File: src/logic/regbank_params.svh
// Offsets, field positions, reset values and sizes of the filter tap and link delay register bank.
// Assumes inclusion by bare name from the package and from the design modules.
`ifndef REGBANK_PARAMS_SVH
`define REGBANK_PARAMS_SVH

// ----------------------------------------------------------------
// Register indexes; the byte address is four times the index.
// ----------------------------------------------------------------
`define IDX_UPPER_CTRL 8'h01
`define IDX_CH2_BANK 8'h66
`define IDX_CH3_BANK 8'h72
`define IDX_CH4_BANK 8'h7e
`define IDX_CH5_BANK 8'h8a
`define IDX_CH6_BANK 8'h96
`define IDX_CH7_BANK 8'ha2
`define IDX_CH8_BANK 8'hae
`define IDX_COEFF_LAST 8'hb9
`define IDX_EDGE_DELAY 8'hbe
`define IDX_REF_MODE 8'hf0

// ----------------------------------------------------------------
// Field positions and sizes.
// ----------------------------------------------------------------
`define BIT_SELECT 15
`define BIT_UPPER_EN 4
`define BIT_REF_SEL 15
`define BIT_DELAY_EN 15
`define NUM_CH 7
`define TAPS_PER_CH 12
`define TAP_W 12
`define FLD_TAP 11:0
`define FLD_DATA_RISE 9:8
`define FLD_CLK_RISE 7:5
`define FLD_DATA_FALL 4:3
`define FLD_CLK_FALL 2:0
`define RST_WORD 16'h0000

`endif

File: src/logic/dummy_unused_never.sv
`default_nettype none
`default_nettype wire

File: src/logic/regbank_pkg.sv
// Types shared by the register bank modules.
// Assumes regbank_params.svh is on the include path.
`default_nettype none
`include "regbank_params.svh"

package regbank_pkg;

	typedef enum logic [1:0] {RD_IDLE, RD_FETCH, RD_DONE} rd_phase_t;

	typedef struct packed {
		rd_phase_t phase;
		logic [15:0] rdata;
		logic high_en;
		logic ref_sel;
		logic [15:0] delay;
		logic [`NUM_CH-1:0] sel;
	} regs_t;

	typedef struct packed {
		logic [1:0] data_rise;
		logic [2:0] clk_rise;
		logic [1:0] data_fall;
		logic [2:0] clk_fall;
	} shifts_t;

endpackage

`default_nettype wire

File: src/logic/filter_coeff_lvds_delay_regs.sv
// Register bank for channel 2 to 8 filter taps, link edge delays and reference mode.
// Assumes an Avalon-MM master on the same clock, byte addresses, one word per register.
//
// The Avalon-MM slave port was left to the implementer.
`timescale 1ns/1ps
`default_nettype none
`include "regbank_params.svh"

module filter_coeff_lvds_delay_regs #(
	parameter int NUM_CHAN = 7,
	parameter int TAPS = 12
) (
	// Clock and reset.
	input wire logic clock,
	input wire logic srst,
	// Avalon-MM slave.
	input wire logic [9:0] address,
	input wire logic read,
	input wire logic write,
	input wire logic [31:0] writedata,
	input wire logic [3:0] byteenable,
	output logic [31:0] readdata,
	output logic waitrequest,
	// Filter tap fetch, channel 0 is channel 2.
	input wire logic [2:0] tap_chan,
	input wire logic [3:0] tap_index,
	output logic [11:0] tap_value,
	output logic [6:0] custom_tap_select,
	// Output link edge delays.
	output logic edge_delay_enable,
	output logic [1:0] data_rise_shift,
	output logic [2:0] bitclk_rise_shift,
	output logic [1:0] data_fall_shift,
	output logic [2:0] bitclk_fall_shift,
	// Reference and map control.
	output logic external_reference_select,
	output logic upper_map_access_enable
);
	// ----------------------------------------------------------------
	// Sizing checks.
	// ----------------------------------------------------------------
	if (NUM_CHAN != `NUM_CH || TAPS != `TAPS_PER_CH) begin : g_chk
		$error("filter_coeff_lvds_delay_regs: sizes must match the register map");
	end

	localparam int DEPTH = NUM_CHAN * TAPS;
	localparam logic [6:0] TAPS7 = 7'(TAPS);

	regbank_pkg::regs_t st_q, st_d;

	logic [7:0] idx;
	logic [7:0] entry;
	logic in_coeff;
	logic hit_ctrl;
	logic hit_delay;
	logic hit_ref;
	logic [NUM_CHAN-1:0] bank_hit;
	logic bank_sel;
	logic mem_wr;
	logic [11:0] mem_mask;
	logic [11:0] mem_a_data;
	logic [6:0] tap_addr;

	// ----------------------------------------------------------------
	// Address decode.
	// ----------------------------------------------------------------
	// The two low address bits pick a byte inside a word and are ignored.
	assign idx = address[9:2];
	assign in_coeff = idx >= `IDX_CH2_BANK && idx <= `IDX_COEFF_LAST;
	assign entry = idx - `IDX_CH2_BANK;
	assign hit_ctrl = idx == `IDX_UPPER_CTRL;
	assign hit_delay = idx == `IDX_EDGE_DELAY;
	// The reference word is invisible, as if unmapped, while the upper map is locked.
	assign hit_ref = idx == `IDX_REF_MODE && st_q.high_en;

	// Each bank is twelve consecutive words starting at its own base.
	for (genvar c = 0; c < NUM_CHAN; c++) begin : g_bank
		localparam logic [7:0] LO = 8'(c * TAPS);
		localparam logic [7:0] HI = 8'((c + 1) * TAPS);
		assign bank_hit[c] = in_coeff && entry >= LO && entry < HI;
	end

	assign bank_sel = |(bank_hit & st_q.sel);

	// ----------------------------------------------------------------
	// Tap store.
	// ----------------------------------------------------------------
	// Lane 0 carries tap bits 7:0 and lane 1 tap bits 11:8.
	assign mem_wr = write && in_coeff;
	assign mem_mask = {{4{byteenable[1]}}, {8{byteenable[0]}}};
	assign tap_addr = 7'(tap_chan) * TAPS7 + 7'(tap_index);

	// Taps are stored whatever the select says, so enabling later needs no rewrite.
	coeff_mem #(
		.DEPTH(DEPTH),
		.WIDTH(`TAP_W),
		.AW(7)
	) u_mem (
		.clock(clock),
		.srst(srst),
		.wr_en(mem_wr),
		.wr_addr(entry[6:0]),
		.wr_mask(mem_mask),
		.wr_data(writedata[`FLD_TAP]),
		.a_addr(entry[6:0]),
		.a_data(mem_a_data),
		.b_addr(tap_addr),
		.b_data(tap_value)
	);

	// ----------------------------------------------------------------
	// Register state.
	// ----------------------------------------------------------------
	always_comb begin
		st_d = st_q;
		// Writes never wait, so a write is taken on the edge it is presented.
		if (write) begin
			for (int c = 0; c < NUM_CHAN; c++) begin
				if (bank_hit[c] && byteenable[1]) begin
					st_d.sel[c] = writedata[`BIT_SELECT];
				end
			end
			if (hit_ctrl && byteenable[0]) begin
				st_d.high_en = writedata[`BIT_UPPER_EN];
			end
			// Bits 14:10 are dropped; software keeps them zero anyway.
			if (hit_delay && byteenable[0]) begin
				st_d.delay[7:0] = writedata[7:0];
			end
			if (hit_delay && byteenable[1]) begin
				st_d.delay[`FLD_DATA_RISE] = writedata[`FLD_DATA_RISE];
				st_d.delay[`BIT_DELAY_EN] = writedata[`BIT_DELAY_EN];
			end
			// Only the select bit is kept; the rest of the word reads zero.
			if (hit_ref && byteenable[1]) begin
				st_d.ref_sel = writedata[`BIT_REF_SEL];
			end
		end
		// A read spends one cycle in the tap store and one in the read register.
		case (st_q.phase)
			regbank_pkg::RD_IDLE: begin
				if (read) begin
					st_d.phase = regbank_pkg::RD_FETCH;
				end
			end
			regbank_pkg::RD_FETCH: begin
				st_d.phase = regbank_pkg::RD_DONE;
				st_d.rdata = `RST_WORD;
				if (in_coeff) begin
					st_d.rdata[`BIT_SELECT] = bank_sel;
					st_d.rdata[`FLD_TAP] = mem_a_data;
				end else if (hit_ctrl) begin
					st_d.rdata[`BIT_UPPER_EN] = st_q.high_en;
				end else if (hit_delay) begin
					st_d.rdata = st_q.delay;
				end else if (hit_ref) begin
					st_d.rdata[`BIT_REF_SEL] = st_q.ref_sel;
				end
			end
			regbank_pkg::RD_DONE: begin
				st_d.phase = regbank_pkg::RD_IDLE;
			end
			default: begin
				st_d.phase = regbank_pkg::RD_IDLE;
			end
		endcase
	end

	always_ff @(posedge clock) begin
		if (srst) begin
			st_q <= '0;
		end else begin
			st_q <= st_d;
		end
	end

	// ----------------------------------------------------------------
	// Outputs.
	// ----------------------------------------------------------------
	assign waitrequest = read && st_q.phase != regbank_pkg::RD_DONE;
	assign readdata = {16'h0000, st_q.rdata};
	assign custom_tap_select = st_q.sel;
	assign external_reference_select = st_q.ref_sel;
	assign upper_map_access_enable = st_q.high_en;

	edge_delay_gate u_gate (
		.clock(clock),
		.srst(srst),
		.delay_word(st_q.delay),
		.edge_delay_enable(edge_delay_enable),
		.data_rise_shift(data_rise_shift),
		.bitclk_rise_shift(bitclk_rise_shift),
		.data_fall_shift(data_fall_shift),
		.bitclk_fall_shift(bitclk_fall_shift)
	);
endmodule // filter_coeff_lvds_delay_regs

`default_nettype wire

File: src/logic/coeff_mem.sv
// Tap store with one masked write port and two registered read ports.
// Assumes one clock and a synchronous reset that clears every entry.
`timescale 1ns/1ps
`default_nettype none

module coeff_mem #(
	parameter int DEPTH = 84,
	parameter int WIDTH = 12,
	parameter int AW = 7
) (
	// Clock and reset.
	input wire logic clock,
	input wire logic srst,
	// Write port.
	input wire logic wr_en,
	input wire logic [AW-1:0] wr_addr,
	input wire logic [WIDTH-1:0] wr_mask,
	input wire logic [WIDTH-1:0] wr_data,
	// Read ports.
	input wire logic [AW-1:0] a_addr,
	output logic [WIDTH-1:0] a_data,
	input wire logic [AW-1:0] b_addr,
	output logic [WIDTH-1:0] b_data
);
	logic [WIDTH-1:0] mem [DEPTH];

	if (DEPTH > (1 << AW)) begin : g_chk
		$error("coeff_mem: DEPTH does not fit AW");
	end

	// Out-of-range reads give zero rather than an undefined word.
	always_ff @(posedge clock) begin
		if (srst) begin
			for (int i = 0; i < DEPTH; i++) begin
				mem[i] <= '0;
			end
			a_data <= '0;
			b_data <= '0;
		end else begin
			if (wr_en && int'(wr_addr) < DEPTH) begin
				mem[wr_addr] <= (mem[wr_addr] & ~wr_mask) | (wr_data & wr_mask);
			end
			a_data <= (int'(a_addr) < DEPTH) ? mem[a_addr] : '0;
			b_data <= (int'(b_addr) < DEPTH) ? mem[b_addr] : '0;
		end
	end
endmodule // coeff_mem

`default_nettype wire

File: src/logic/edge_delay_gate.sv
// Gates the programmed link edge shifts with their enable and registers the result.
// Assumes the delay word comes from a register on the same clock.
`timescale 1ns/1ps
`default_nettype none
`include "regbank_params.svh"

module edge_delay_gate (
	// Clock and reset.
	input wire logic clock,
	input wire logic srst,
	// Stored delay word.
	input wire logic [15:0] delay_word,
	// Effective shifts.
	output logic edge_delay_enable,
	output logic [1:0] data_rise_shift,
	output logic [2:0] bitclk_rise_shift,
	output logic [1:0] data_fall_shift,
	output logic [2:0] bitclk_fall_shift
);
	regbank_pkg::shifts_t sh_q, sh_d;

	always_comb begin
		sh_d = '0;
		if (delay_word[`BIT_DELAY_EN]) begin
			sh_d.data_rise = delay_word[`FLD_DATA_RISE];
			sh_d.clk_rise = delay_word[`FLD_CLK_RISE];
			sh_d.data_fall = delay_word[`FLD_DATA_FALL];
			sh_d.clk_fall = delay_word[`FLD_CLK_FALL];
		end
	end

	always_ff @(posedge clock) begin
		if (srst) begin
			sh_q <= '0;
		end else begin
			sh_q <= sh_d;
		end
	end

	assign edge_delay_enable = delay_word[`BIT_DELAY_EN];
	assign data_rise_shift = sh_q.data_rise;
	assign bitclk_rise_shift = sh_q.clk_rise;
	assign data_fall_shift = sh_q.data_fall;
	assign bitclk_fall_shift = sh_q.clk_fall;
endmodule // edge_delay_gate

`default_nettype wire

File: config.mk
export PLATFORM = sky130hd
export DESIGN_NAME = filter_coeff_lvds_delay_regs
export DESIGN_NICKNAME = d
export VERILOG_FILES = /design/src/logic/dummy_unused_never.sv /design/src/logic/regbank_pkg.sv /design/src/logic/filter_coeff_lvds_delay_regs.sv /design/src/logic/coeff_mem.sv /design/src/logic/edge_delay_gate.sv
export VERILOG_INCLUDE_DIRS = /design/src /design/src/logic
export SDC_FILE = /design/constraint.sdc
export NUM_CORES = 2
export LEC_CHECK = 0
export BUFFER_PORTS_ARGS = -buffer_cell sky130_fd_sc_hd__buf_2
export CAP_MARGIN = 20
export CELL_PAD_IN_SITES_DETAIL_PLACEMENT = 0
export CELL_PAD_IN_SITES_GLOBAL_PLACEMENT = 1
export CORE_MARGIN = 2
export CORE_UTILIZATION = 47
export CTS_CLUSTER_DIAMETER = 80
export DETAILED_ROUTE_END_ITERATION = 16
export GPL_TIMING_DRIVEN = 0
export PLACE_DENSITY_LB_ADDON = 0.3
export SLEW_MARGIN = 20
export SYNTH_ARGS = -nofsm -noshare
export SYNTH_HDL_FRONTEND = slang
export SYNTH_SLANG_ARGS = --single-unit
export TNS_END_PERCENT = 20
File: constraint.sdc
create_clock -name clock -period 5 [get_ports clock]
set_input_delay 0.75 -clock clock [delete_from_list [all_inputs] [get_ports clock]]
set_output_delay 0.75 -clock clock [all_outputs]
set_load 0.01 [all_outputs]
* Yosys cells after proc, flatten, opt, wreduce, memory -nomap -nowiden
Memory sizes are Yosys's and may differ from the RTL's. A register that Yosys moved wholly into a read port is not among the register bits.
Index checks and enable logic that the tools add are counted.
** Cells by class
- Order comparisons :: 18
- Bitwise gates (word level) :: 8
- Equal/unequal tests :: 6
- Reduce and logical (&&, ||, !) cells :: 47
- Multiply operators :: 1
- Add/sub/neg operators :: 2
- Multiplexer cells :: 19
** Operators by type and width (count)
- $logic_and 1x1->1 :: 30
- $and 12x12->12 :: 2
- $ge 8x6->1 const B :: 3
- $lt 8x6->1 const B :: 3
- $mux 12 :: 2
- $reduce_and 2->1 :: 11
- $eq 8x8->1 const B :: 2
- $ge 8x7->1 const B :: 2
- $lt 8x7->1 const B :: 2
- $lt 7x7->1 const B :: 2
- $not 12->12 :: 1
- $or 12x12->12 :: 1
- $reduce_or 12->1 :: 1
- $mux 11 :: 1
- $mux 1 :: 10
- $mux 10 :: 1
- $eq 8x1->1 const B :: 1
- $ge 8x1->1 const B :: 1
- $ge 8x4->1 const B :: 1
- $ge 8x5->1 const B :: 1
- $le 8x8->1 const B :: 1
- $lt 8x4->1 const B :: 1
- $lt 8x5->1 const B :: 1
- $sub 8x7->8 const B :: 1
- other kinds (14) :: 19
** Storage, ports and cells
- Memories kept :: 1
- Memory bits (writable) :: 1008
- Register bits :: 60
** Memory list
- u_mem.mem :: depth 84, bits a word 12, rd ports 2, clocked after memory_dff 1, wr ports 84, line coeff_mem.sv:25 : logic [WIDTH-1:0] mem [DEPTH];

* Logic depth before layout (Yosys ltp)
- Depth after elaboration :: 9
- Depth in mapped cells :: 15
- Gate-level depth less buffers :: 9

* By module
From an unflattened synthesis, not the netlist that was laid out.
** Second synthesis, totals
- Cell total of the unflattened synthesis :: 6991
- Area total of the unflattened synthesis :: 88969.1 um^2
** By module, submodules not included
- coeff_mem :: area an instance 86143.9 um^2, sequential area each 46604.7 um^2, cells an instance 6669, times used 1
- filter_coeff_lvds_delay_regs :: area an instance 2529.9 um^2, sequential area each 700.7 um^2, cells an instance 301, times used 1
- edge_delay_gate :: area an instance 295.3 um^2, sequential area each 200.2 um^2, cells an instance 21, times used 1

* Least setup slack after synthesis
No wires, ideal clock.
- Kind :: input -> register
- Start :: in address[3]
- End :: mem u_mem.mem[100][7] (data pin)
- Buffers on the path :: 6
- Slack :: 0.878 ns
- Arrival :: 3.677 ns
- Cell stages on the path :: 12
- Cell sequence :: buf_2 clkinv_1 ha_1 clkbuf_1 clkbuf_1 clkbuf_1 nand4_1 a31o_2 o21ai_1 buf_4 buf_4 nand2_1
** RTL lines
- start: declaration :: line filter_coeff_lvds_delay_regs.sv:17 : input wire logic [9:0] address,
- end: declaration :: line coeff_mem.sv:25

==> flow_summary.ini <==
[final_layout]
final_cell_mix = 1536 x edfxtp_1, 986 x nor2_1, 663 x mux4_2
register_area_mm2 = 0.0475
multiInputGateArea_mm2 = 0.0285
nFillCells = 13500
final_common_cell = edfxtp_1
design_area_mm2 = 0.0890
layout-drive-gt1-share_pct = 25.6
fin_nets = 5905
syn2layout_area_growth_pct = 16.2

[timing]
min_period_over_period_pct = 107
fin_hold_ws_ps = 184
tightest_slew_ps = 1440
slew_violations = 0
fin_skew_ps = 39.3
grt_setup_unrepaired = yes
setup_violations = 1126
fin_crit_ps = 5350
report.final.hold_viol_count = 0
fin_tns_setup_ps = -162780
fmax_ghz = 0.187
slew-limit-headroom_pct = 3.92
worst_slack_ps = -350

[synthesis]
netlist_area_mm2 = 0.0766
yosys.area.top_type_share_pct = 60.2
yosysSeqAreaShare_pct = 62.0
synthArstFlopShare_pct = 0
synthDistinctLibCells = 83
synth_seq_cells = 1605
yosys_warnings = 0
ys_top_cells_by_area = edfxtp_1 60%, mux4_2 19%, nor2_1 4.9%, nand2_1 2.0%, dfxtp_1 1.8%
synthCells = 5037
synth_edf_count = 1536
synth_top_cell_by_area = edfxtp_1
synth_area_per_cell_um2 = 15.2
synth_flop_cell = edfxtp_1

[clock_network]
tritoncts = done
clockRootBuffer = clkbuf_16
h-tree-depth = 4
cts_sinks = 1605
path_clk_slew_ps = 60
insertion_delay_ps = 870
numCtsBuffers = 176
cts.path.max_buffers = 3

[power_and_ir_drop]
p_total_w = 0.0356
powerDensity_mw_per_mm2 = 400
p_leak_nw = 32.2
ir_drop_mv = 0.405

[worst_setup_path]
crit_top_cell = buf_2
r2r.worst_path.cells = 9
cp_num_buf_inv = 5
slowest_stage = nor2_2
endpoint_kind = flop
path_max_fanout = 12
cp.arrival_ps = 5820
path_class = input port to flop
critPathMaxStageDelay_ps = 750
worstSetupPathDepth = 11
path_delay_family = simple AND/OR/NAND/NOR gates
critPathLaunchType = input port
crit_chain = buf_2, ha_1, buf_2, xnor2_4, clkbuf_2, buf_4, buf_2, nand2_2, nor2_2, nand2_1, nand2b_1
cp_data_required_time_ps = 5470

[placed_design]
io_buffers = 70
post-dp-hpwl_mm = 266
place_area_mm2 = 0.0823
place.gp.congestion = 1.06

[floorplan]
die_area_mm2 = 0.166
core_mm2 = 0.162
fp.dieW_um = 408
fp.dieH_um = 408
io_pins = 122
num_rows = 148
start_util_pct = 47.2

[route]
vias = 55500
routedWlPerCell_um = 44.1
drc = 0
first_pass_iters = 8
viasPerCell = 6.77
drt-total-wl_mm = 361
drt_iter0_drc = 10300
antenna_left = 0

[run]
maxCapViolations = 0

[hold_path]
hold_class = input port to flop
worstHoldPathCells = 2

[global_route]
grtUsageTotal_pct = 43.2
grt_pass1_vias = 51600
grt_overflow = 0
antenna_found_initial = 44
grt_pass1_wl_mm = 470
grt_max_degree = 45

[run_status]
violations = setup timing
status = finished, violations left
==> cell families (layout without fill, tap and decap cells) <==
kind of cell               Yosys count  count (layout)  share of synthesized area [%]
muxes                              751             751                           20.6
other                                1             536                        0.00490
buffers and inverters              544             993                           3.80
adders and majority gates           12              12                          0.216
AOI/OAI and AO/OA                  366             366                           3.52
and+or+nand+nor                   1748            1748                           9.65
xor gates and xnor gates            10              10                          0.134
DFF                               1605            1605                           62.0
==> layer usage <==
| layer | global-route usage [%] | part of all wire [%] | vias up |
|---|---|---|---|
| met2 | 59.9 | 41 | 4953 |
| met3 | 18.9 | 15 | 1116 |
| met4 | 30.7 | 8.6 | 24 |
| li1 | - | - | 20700 |
| met1 | 53.9 | 34 | 28700 |
| met5 | 1.38 | 0.14 | - |
==> state kept, by name, indices dropped and copies added, names as in the netlist <==
name,flops
u_gate.bitclk_fall_shift,3
u_mem.mem,1536
u_gate.data_rise_shift,2
external_reference_select,1
readdata,13
st_q,13
upper_map_access_enable,1
custom_tap_select,7
u_mem.a_data,12
u_mem.b_data,12
u_gate.bitclk_rise_shift,3
u_gate.data_fall_shift,2
==> synth_stat cells (5+ instances only) <==
| library cell | number |
|---|---|
| o221a_2 | 5 |
| mux2i_1 | 87 |
| o311a_1 | 12 |
| a311oi_1 | 7 |
| nand2_1 | 404 |
| o211ai_1 | 20 |
| inv_1 | 17 |
| clkbuf_1 | 183 |
| edfxtp_1 | 1536 |
| a2111oi_0 | 17 |
| buf_2 | 159 |
| ha_1 | 10 |
| buf_4 | 106 |
| nor2b_1 | 8 |
| o2111ai_1 | 5 |
| and3_1 | 12 |
| nand2b_1 | 88 |
| a221oi_1 | 31 |
| a21oi_1 | 118 |
| buf_6 | 36 |
| nand3_1 | 54 |
| inv_2 | 8 |
| a21boi_1 | 5 |
| o21ai_0 | 9 |
| a22o_1 | 19 |
| nand4_1 | 112 |
| buf_1 | 34 |
| a31oi_1 | 16 |
| a41oi_1 | 5 |
| dfxtp_1 | 69 |
| and2_1 | 22 |
| nor2_1 | 1004 |
| mux4_2 | 663 |
| nor3_1 | 16 |
| a22oi_1 | 29 |
| o211a_1 | 7 |
| a32oi_1 | 17 |
==> timing repair <==
action	CTS	global route
buffers inserted	12	2
gates resized for setup	153	41
pin swaps	10	6
endpoints found under the setup margin	2503	918
cloned	3	1
hold buffers	0	0
==> through the flow <==
stage                     setup slack [ps]  util [%]  cells
final                                 -350      54.8   8196
after global routing                  -109      54.8   8170
after CTS                             1.45      54.7   8156
after detailed placement             -3950      50.7   7815
after global placement               -5270      50.3   7780
after floorplan                        878         -   5535
==> worst register-to-register path: stages, from the launching register on <==
cell and delay [ps]:
edfxtp_1 400, mux4_2 530, mux4_2 640, o21ai_0 170, o2111ai_1 330, a41oi_2 470
o31a_4 410, buf_4 460, buf_4 350, inv_6 170
==> report_power, final <==
part	internal [W]	leakage, nW	switching (W)
clock	0.00760	2.84	0.00568
combinational	0.00176	13.2	0.00461
sequential	0.0157	16.1	0.000282
total	0.0250	32.2	0.0106
==> worst paths after layout <==
check	to	startpoint	slack, ps
max	u_mem.mem[41][8]	address[3]	-350
min	st_q[41]	read	180
max reg2reg	u_mem.mem[123][8]	u_mem.mem[76][8]	660
min reg2reg	st_q[41]	st_q[41]	470
==> cell type report <==
type	count	share of cell area (%)
clock buffer	233	5.44
clock inverter	93	1.05
timing repair buffer	119	1.14
inverter	26	0.155
tap	2175	3.06
multi-input combinational	3386	32.0
timing repair inverter	4	0.0309
sequential	1605	53.4
antenna	37	0.104
buffer	518	3.58
No activity file was read; power rests on OpenSTA's default activity.
